[config.mk]
export PLATFORM = sky130hd
export DESIGN_NAME = lcs_irq
export DESIGN_NICKNAME = d
export VERILOG_FILES = /design/src/common/lcs_pkg.sv /design/src/rtl/lcs_irq.sv
export VERILOG_INCLUDE_DIRS = /design/src /design/src/common
export SDC_FILE = /design/constraint.sdc
export NUM_CORES = 1
export LEC_CHECK = 0
export BUFFER_PORTS_ARGS = -buffer_cell sky130_fd_sc_hd__buf_2
export CAP_MARGIN = 40
export CORE_ASPECT_RATIO = 0.9
export CORE_MARGIN = 2
export CORE_UTILIZATION = 42
export CTS_BUF_LIST = sky130_fd_sc_hd__clkbuf_2 sky130_fd_sc_hd__clkbuf_4 sky130_fd_sc_hd__clkbuf_8
export CTS_CLUSTER_SIZE = 24
export DETAILED_ROUTE_END_ITERATION = 10
export PLACE_DENSITY = 0.85
export SETUP_SLACK_MARGIN = 0.02
export SLEW_MARGIN = 20
export SYNTH_ARGS = -nofsm -noshare
export SYNTH_HDL_FRONTEND = slang
export SYNTH_SLANG_ARGS = --single-unit
[constraint.sdc]
create_clock -name CLK -period 2.7 [get_ports CLK]
set_input_delay 0.27 -clock CLK [delete_from_list [all_inputs] [get_ports CLK]]
set_output_delay 0.27 -clock CLK [all_outputs]
set_load 0.01 [all_outputs]
[src/common/lcs_consts.svh]
// Purpose: Offsets, field positions and reset values of the line interface status block
// Assumes: Included by the design file and the testbench
// Notes: Register index times four is the byte address on the bus
// Function
// - Live status bit 0 reads 1 while the receive side holds pattern lock.
// - Enabled pattern lock interrupt fires on every rise or fall of lock status.
// - Live and change registers work only in single-rail line mode; the enable register is written and read in any mode.
// - Change bit 6 sets when drive monitor status changed since last read.
// - Change bit 5 sets when FIFO limit status changed since last read.
// - Change bit 3 sets when loop-code detect status changed since last read.
// - Change bits hold until read, then clear; writing 1 to a bit also clears it; reset zero.
// - Change bits 7, 4 and 2 are unused and never interrupt.
// - Change bit 1 sets when loss-of-signal status changed; cleared on read.
`ifndef LCS_CONSTS_SVH
`define LCS_CONSTS_SVH
// ****************************************
// Register indices
// ****************************************
`define LCS_IDX_ENABLE 12'h0F04
`define LCS_IDX_LIVE 12'h0F05
`define LCS_IDX_LATCH 12'h0F06
`define LCS_IDX_CONFIG 12'h0F07
// ****************************************
// Field positions and masks
// ****************************************
`define LCS_BIT_PATTERN 0
`define LCS_BIT_LOS 1
`define LCS_BIT_LOOP 3
`define LCS_BIT_FIFO 5
`define LCS_BIT_DRIVE 6
`define LCS_IMPL_MASK 8'h6B
`define LCS_CFG_LIF_SINGLE 0
`define LCS_CFG_FRM_SINGLE 1
// ****************************************
// Reset values and answers
// ****************************************
`define LCS_RST_BYTE 8'h00
`define LCS_RST_CFG 2'h0
`define LCS_RESP_OKAY 2'h0
`define LCS_RESP_SLVERR 2'h2
`endif

[src/common/lcs_pkg.sv]
// Purpose: Types of the line interface status block
// Assumes: Constants come from the header
// Notes: Whole module state is one packed struct
package lcs_pkg;
	// Complete register state of the block
	typedef struct packed {
		logic awready;
		logic wready;
		logic bvalid;
		logic [1:0] bresp;
		logic arready;
		logic rvalid;
		logic [1:0] rresp;
		logic [31:0] rdata;
		logic [7:0] enable;
		logic [1:0] cfg;
		logic [7:0] live;
		logic [7:0] latch;
		logic irq;
	} lcs_state_s;
endpackage : lcs_pkg

[src/rtl/lcs_irq.sv]
// Purpose: Live status, change latch and interrupt for the line interface
// Assumes: Detector levels are synchronous to CLK; AXI4-Lite master on the bus
// Notes: Answers in two cycles after the request is offered
//
// Decided for this implementation: the AXI4-Lite register port.
`timescale 1ns/1ns
`include "lcs_consts.svh"
module lcs_irq
	import lcs_pkg::*;
#(
	parameter int ADDR_W = 16
) (
	input wire logic CLK,
	input wire logic SYS_RST,
	input wire logic PATTERN_LOCK_STATUS,
	input wire logic RX_LOS_STATUS,
	input wire logic LOOP_CODE_DETECT_STATUS,
	input wire logic FIFO_LIMIT_STATUS,
	input wire logic DRIVE_MONITOR_STATUS,
	input wire logic [ADDR_W-1:0] S_AXI_AWADDR,
	input wire logic S_AXI_AWVALID,
	output logic S_AXI_AWREADY,
	input wire logic [31:0] S_AXI_WDATA,
	input wire logic [3:0] S_AXI_WSTRB,
	input wire logic S_AXI_WVALID,
	output logic S_AXI_WREADY,
	output logic [1:0] S_AXI_BRESP,
	output logic S_AXI_BVALID,
	input wire logic S_AXI_BREADY,
	input wire logic [ADDR_W-1:0] S_AXI_ARADDR,
	input wire logic S_AXI_ARVALID,
	output logic S_AXI_ARREADY,
	output logic [31:0] S_AXI_RDATA,
	output logic [1:0] S_AXI_RRESP,
	output logic S_AXI_RVALID,
	input wire logic S_AXI_RREADY,
	output logic IRQ
);
	// ****************************************
	// State and decode
	// ****************************************
	lcs_state_s st;
	lcs_state_s next_st;
	logic [7:0] in_vec;
	logic [7:0] set_vec;
	logic [7:0] wr_clr;
	logic rd_clr;
	logic single;
	logic [11:0] wr_idx;
	logic [11:0] rd_idx;
	logic wr_go;
	logic rd_go;

	// Detector levels gathered at their live status positions
	always_comb begin
		in_vec = `LCS_RST_BYTE;
		in_vec[`LCS_BIT_PATTERN] = PATTERN_LOCK_STATUS;
		in_vec[`LCS_BIT_LOS] = RX_LOS_STATUS;
		in_vec[`LCS_BIT_LOOP] = LOOP_CODE_DETECT_STATUS;
		in_vec[`LCS_BIT_FIFO] = FIFO_LIMIT_STATUS;
		in_vec[`LCS_BIT_DRIVE] = DRIVE_MONITOR_STATUS;
	end

	assign single = st.cfg[`LCS_CFG_LIF_SINGLE];
	assign wr_idx = S_AXI_AWADDR[13:2];
	assign rd_idx = S_AXI_ARADDR[13:2];
	assign wr_go = st.awready;
	assign rd_go = st.arready;

	// ****************************************
	// Next state
	// ****************************************
	// Bus handshakes, register writes, change latching and interrupt
	always_comb begin
		next_st = st;
		set_vec = `LCS_RST_BYTE;
		wr_clr = `LCS_RST_BYTE;
		rd_clr = 1'b0;
		// Live status only means something in single-rail mode
		next_st.live = single ? (in_vec & `LCS_IMPL_MASK) : `LCS_RST_BYTE;
		// Any edge of a live bit is a change event; reserved bits stay out
		if (single) begin
			set_vec = (next_st.live ^ st.live) & `LCS_IMPL_MASK;
		end
		// Write: take address and data together, answer one cycle later
		if (!st.bvalid && !st.awready && S_AXI_AWVALID && S_AXI_WVALID) begin
			next_st.awready = 1'b1;
			next_st.wready = 1'b1;
		end
		if (wr_go) begin
			next_st.awready = 1'b0;
			next_st.wready = 1'b0;
			next_st.bvalid = 1'b1;
			next_st.bresp = `LCS_RESP_OKAY;
			case (wr_idx)
				`LCS_IDX_ENABLE: begin
					if (S_AXI_WSTRB[0]) begin
						next_st.enable = S_AXI_WDATA[7:0] & `LCS_IMPL_MASK;
					end
				end
				`LCS_IDX_LATCH: begin
					if (S_AXI_WSTRB[0]) begin
						wr_clr = S_AXI_WDATA[7:0];
					end
				end
				`LCS_IDX_CONFIG: begin
					if (S_AXI_WSTRB[0]) begin
						next_st.cfg = S_AXI_WDATA[1:0];
					end
				end
				`LCS_IDX_LIVE: begin
					next_st.bresp = `LCS_RESP_OKAY; // Read-only, write ignored
				end
				default: begin
					next_st.bresp = `LCS_RESP_SLVERR;
				end
			endcase
		end
		if (st.bvalid && S_AXI_BREADY) begin
			next_st.bvalid = 1'b0;
		end
		// Read: accept, then present data with the registered answer
		if (!st.rvalid && !st.arready && S_AXI_ARVALID) begin
			next_st.arready = 1'b1;
		end
		if (rd_go) begin
			next_st.arready = 1'b0;
			next_st.rvalid = 1'b1;
			next_st.rresp = `LCS_RESP_OKAY;
			next_st.rdata = 32'h0000_0000;
			case (rd_idx)
				`LCS_IDX_ENABLE: begin
					next_st.rdata[7:0] = st.enable;
				end
				`LCS_IDX_LIVE: begin
					next_st.rdata[7:0] = st.live;
				end
				`LCS_IDX_LATCH: begin
					next_st.rdata[7:0] = st.latch;
					rd_clr = 1'b1;
				end
				`LCS_IDX_CONFIG: begin
					next_st.rdata[1:0] = st.cfg;
				end
				default: begin
					next_st.rresp = `LCS_RESP_SLVERR;
				end
			endcase
		end
		if (st.rvalid && S_AXI_RREADY) begin
			next_st.rvalid = 1'b0;
		end
		// Clear first, then set, so an event in the clearing cycle survives
		next_st.latch = st.latch & ~wr_clr;
		if (rd_clr) begin
			next_st.latch = `LCS_RST_BYTE;
		end
		next_st.latch = (next_st.latch | set_vec) & `LCS_IMPL_MASK;
		if (!single) begin
			next_st.latch = `LCS_RST_BYTE;
		end
		// Registered so the pin follows the latch with no extra delay
		next_st.irq = |(next_st.latch & next_st.enable);
	end

	// ****************************************
	// Registers
	// ****************************************
	// Whole state in one register bank
	always_ff @(posedge CLK or posedge SYS_RST) begin
		if (SYS_RST) begin
			st <= '0;
		end else begin
			st <= next_st;
		end
	end

	// Outputs straight from flip-flops
	assign S_AXI_AWREADY = st.awready;
	assign S_AXI_WREADY = st.wready;
	assign S_AXI_BVALID = st.bvalid;
	assign S_AXI_BRESP = st.bresp;
	assign S_AXI_ARREADY = st.arready;
	assign S_AXI_RVALID = st.rvalid;
	assign S_AXI_RRESP = st.rresp;
	assign S_AXI_RDATA = st.rdata;
	assign IRQ = st.irq;
endmodule : lcs_irq

After elaboration in Yosys (flattened, before gate mapping) --
Index checks and enable logic that the tools add are counted.
Storage, ports and cells: bits in registers 42, bits of input ports 80, output and inout port bits 42, word-level logic and storage cells 68
Cells by class: eq/ne operators 8, mux-type cells 24, bitwise gates (word level) 5, reductions and logical operators 18
Operators by type and width (number):
- $eq 12x12->1 const B | 8
- $mux 7 | 7
- $mux 36 | 1
- $pmux 6 s3 | 1
- $mux 8 | 2
- $mux 10 | 1
- $mux 2 | 5
- $and 7x8->8 | 1
- $pmux 2 s4 | 1
- $reduce_or 4->1 | 2
- $reduce_or 8->1 | 1
- $and 7x7->7 | 1
- $logic_and 1x1->1 | 7
- $not 7->7 | 1
- $or 7x7->7 | 1
- $xor 7x7->7 | 1
- $reduce_bool 2->1 | 3
- $mux 1 | 5
- $mux 5 | 1
- $logic_not 1->1 | 4
- $reduce_and 3->1 | 1

Logic depth before layout (Yosys ltp) --
depth after elaboration 10, mapped depth 6

Least setup slack after synthesis --
Ideal clock, no wire load.
path kind input port to flip-flop, from in S_AXI_ARADDR[5], to reg st, in the netlist IRQ, arrival time 2.052 ns, required time 2.562 ns, setup slack 0.509 ns, cell stages on the path 5, path buffers 0, cells stage by stage or4b_4 o41a_1 a32o_1 a22oi_2 or4b_1
RTL lines:
- from (decl) | line lcs_irq.sv:30 | input wire logic [ADDR_W-1:0] S_AXI_ARADDR,
- to (signal assigned) | line lcs_irq.sv:174 | st <= next_st;
- to (decl) | line lcs_irq.sv:42 | lcs_state_s st;

==> impl_metrics.py <==
metrics = {
    "grt": {
        "overflow": 0,
        "grt_pass1_wl_microns": 5499,
        "grt_max_degree": 31,
        "antenna_found_initial": 0,
        "grt_pass1_vias": 1192,
        "track_usage_pct": 16.02,
    },
    "synthesis": {
        "syn_avg_cell_area_sq_um": 10.40,
        "yosys.area.top_type_share_pct": 43.73,
        "synth_enable_flop_cells": 0,
        "ys_top_cells_by_area": "dfrtp_1 (44%), buf_4 (16%), mux2_2 (4.6%)",
        "ys_ff_latch": 30,
        "yosysUniqueCellTypes": 36,
        "seq_area_frac_synth_pct": 43.73,
        "async_flop_share_pct": 100.0,
        "syn_inst": 165,
        "yosysWarningCount": 0,
        "synth-main-ff-cell": "dfrtp_1",
        "netlist_area_sq_um": 1717,
        "yosysTopAreaCell": "dfrtp_1",
    },
    "finish": {
        "regArea_sq_um": 750.7,
        "multi_input_area_sq_um": 742.0,
        "stdcell_count": 265,
        "fin_util_pct": 49.25,
        "layout_commonest_cell": "buf_2",
        "nets": 298,
        "area_growth_syn_to_layout_pct": 14.50,
        "largest_register_ffs": 16,
        "final_layout_size_suffix_gt1_share_pct": 35.94,
        "fin_area_sq_um": 1966,
        "fillCellCount": 395,
        "largest_register": "st",
        "diodes": 0,
        "layout_common_cells": "buf_2 (54), dfrtp_1 (30), conb_1 (29), inv_1 (10), nand2_1 (9)",
    },
    "drt": {
        "wirelength_microns": 3415,
        "first_pass_iters": 4,
        "drtIter0Drc": 51,
        "via_count": 1227,
        "wl_per_cell_microns": 12.89,
        "antenna_left": 0,
        "drc": 0,
        "viasPerCell": 4.630,
    },
    "run": {
        "drv_cap": 0,
    },
    "floorplan": {
        "die_y_microns": 64.65,
        "die-area_sq_um": 4615,
        "pin_count": 122,
        "placeableCoreArea_sq_um": 3991,
        "num_rows": 22,
        "die_x_microns": 71.39,
        "start_util_pct": 43.01,
    },
    "clock_network": {
        "cts_made_buffers": 5,
        "ctsResizeCount": 0,
        "post_cts_buffers": 0,
        "htreeDepth": 2,
        "clk_latency_ns": 0.28,
        "clk_pin_slew_ns": 0.06,
        "clk_path_buf_depth": 2,
        "tritoncts": "yes",
        "postCtsHoldBufs": 0,
        "cts.sinks": 30,
        "cts-root-buf": "clkbuf_8",
    },
    "timing": {
        "finalMaxSlewViolations": 0,
        "final-setup-viol-count": 0,
        "fin_ws_ns": 0.5243,
        "setup_tns_ns": 0,
        "tightest_slew_ns": 0.5686,
        "finalHoldViolCount": 0,
        "hold_ws_ns": 0.05427,
        "grt_setup_unrepaired": "no",
        "fin_skew_ns": 0.005419,
        "period_minus_slack_ns": 2.176,
        "slew_headroom_pct": 61.80,
        "clock.fmax_mhz": 459.6,
        "fin_crit_sh_pct": 80.58,
    },
    "power": {
        "ir_drop_mv": 0.2194,
        "p_leak_nw": 1.045,
        "finalPower_mw": 1.027,
        "power_density_nw_per_um2": 522.4,
    },
    "setup_path": {
        "criticalPathCategory": "reg -> reg",
        "crit_path_max_fanout": 5,
        "r2r_slack_ns": 0.52,
        "worstSetupStartpointType": "flop",
        "worstPathArrival_ns": 2.32,
        "worstPathRequired_ns": 2.85,
        "worst_setup_path_end_kind": "flop",
    },
    "placed_design": {
        "dpl.cell_count": 259,
        "dp_slack_ns": 0.2782,
        "placement.cell_area_sq_um": 1883,
        "place_hpwl_microns": 2698,
        "finalWeightedCongestion": 0.8205,
        "port_buffers": 54,
    },
    "worst_hold_path": {
        "holdCritPathClass": "in -> async",
    },
    "outcome": {
        "outcome": "finished clean",
    },
}
-- critical path, stage by stage, from the launching register on --
cell      delay, ns
dfrtp_1        0.42
and4b_2        0.31
nand4_1        0.29
mux2_2         0.38
a21boi_0       0.12
or4b_1         0.53
-- worst paths after layout --
path | start | end | depth (start not counted)
setup reg to reg | S_AXI_AWREADY | IRQ | 5
hold reg to reg | S_AXI_BVALID | S_AXI_BVALID | 1
hold / removal | SYS_RST | st[1] | 3
max in group asynchronous | SYS_RST | S_AXI_AWREADY | 3
min in group CLK | S_AXI_RREADY | S_AXI_RVALID | 2
setup / recovery | S_AXI_AWREADY | IRQ | 5
-- synthesized netlist by cell type (all sizes together), types with 4 or more instances --
library cell,number
and2,6
buf,36
dfrtp,30
inv,10
mux2,7
nand2,9
nand3,7
nand4,5
nor2,4
o21ai,8
xor2,5
-- layer usage --
layer  wire [microns]  up-vias  part of all wire [%]  GRT usage (%)
met5                0        -                     0              0
met4               76        0                   2.2          8.255
met3              257       10                   7.5          5.443
met2             1656       56                    48          25.46
met1             1425      554                    42          19.21
li1                 -      607                     -              -
-- cell families after synthesis --
kind of cell	synth area share (%)
other	0.2184
and+or+nand+nor	16.11
muxes	8.965
buffers and inverters	19.17
AOI/OAI and AO/OA	9.256
DFF	43.73
xor gates and xnor gates	2.551
-- area by class of cell --
class | instances | share of cell area [%]
Timing Repair Buffer | 57 | 14.89
Tap cell | 48 | 3.055
Inverter | 10 | 1.910
Sequential cell | 30 | 38.19
Multi-Input combinational cell | 114 | 37.75
Clock buffer | 6 | 4.201
-- power breakdown --
part / internal (mW) / switching, mW / total (mW)
clock: 0.196 / 0.154 / 0.350
combinational: 0.0743 / 0.103 / 0.177
sequential: 0.480 / 0.0199 / 0.500
Note: power is estimated with default switching activity, not from simulation.
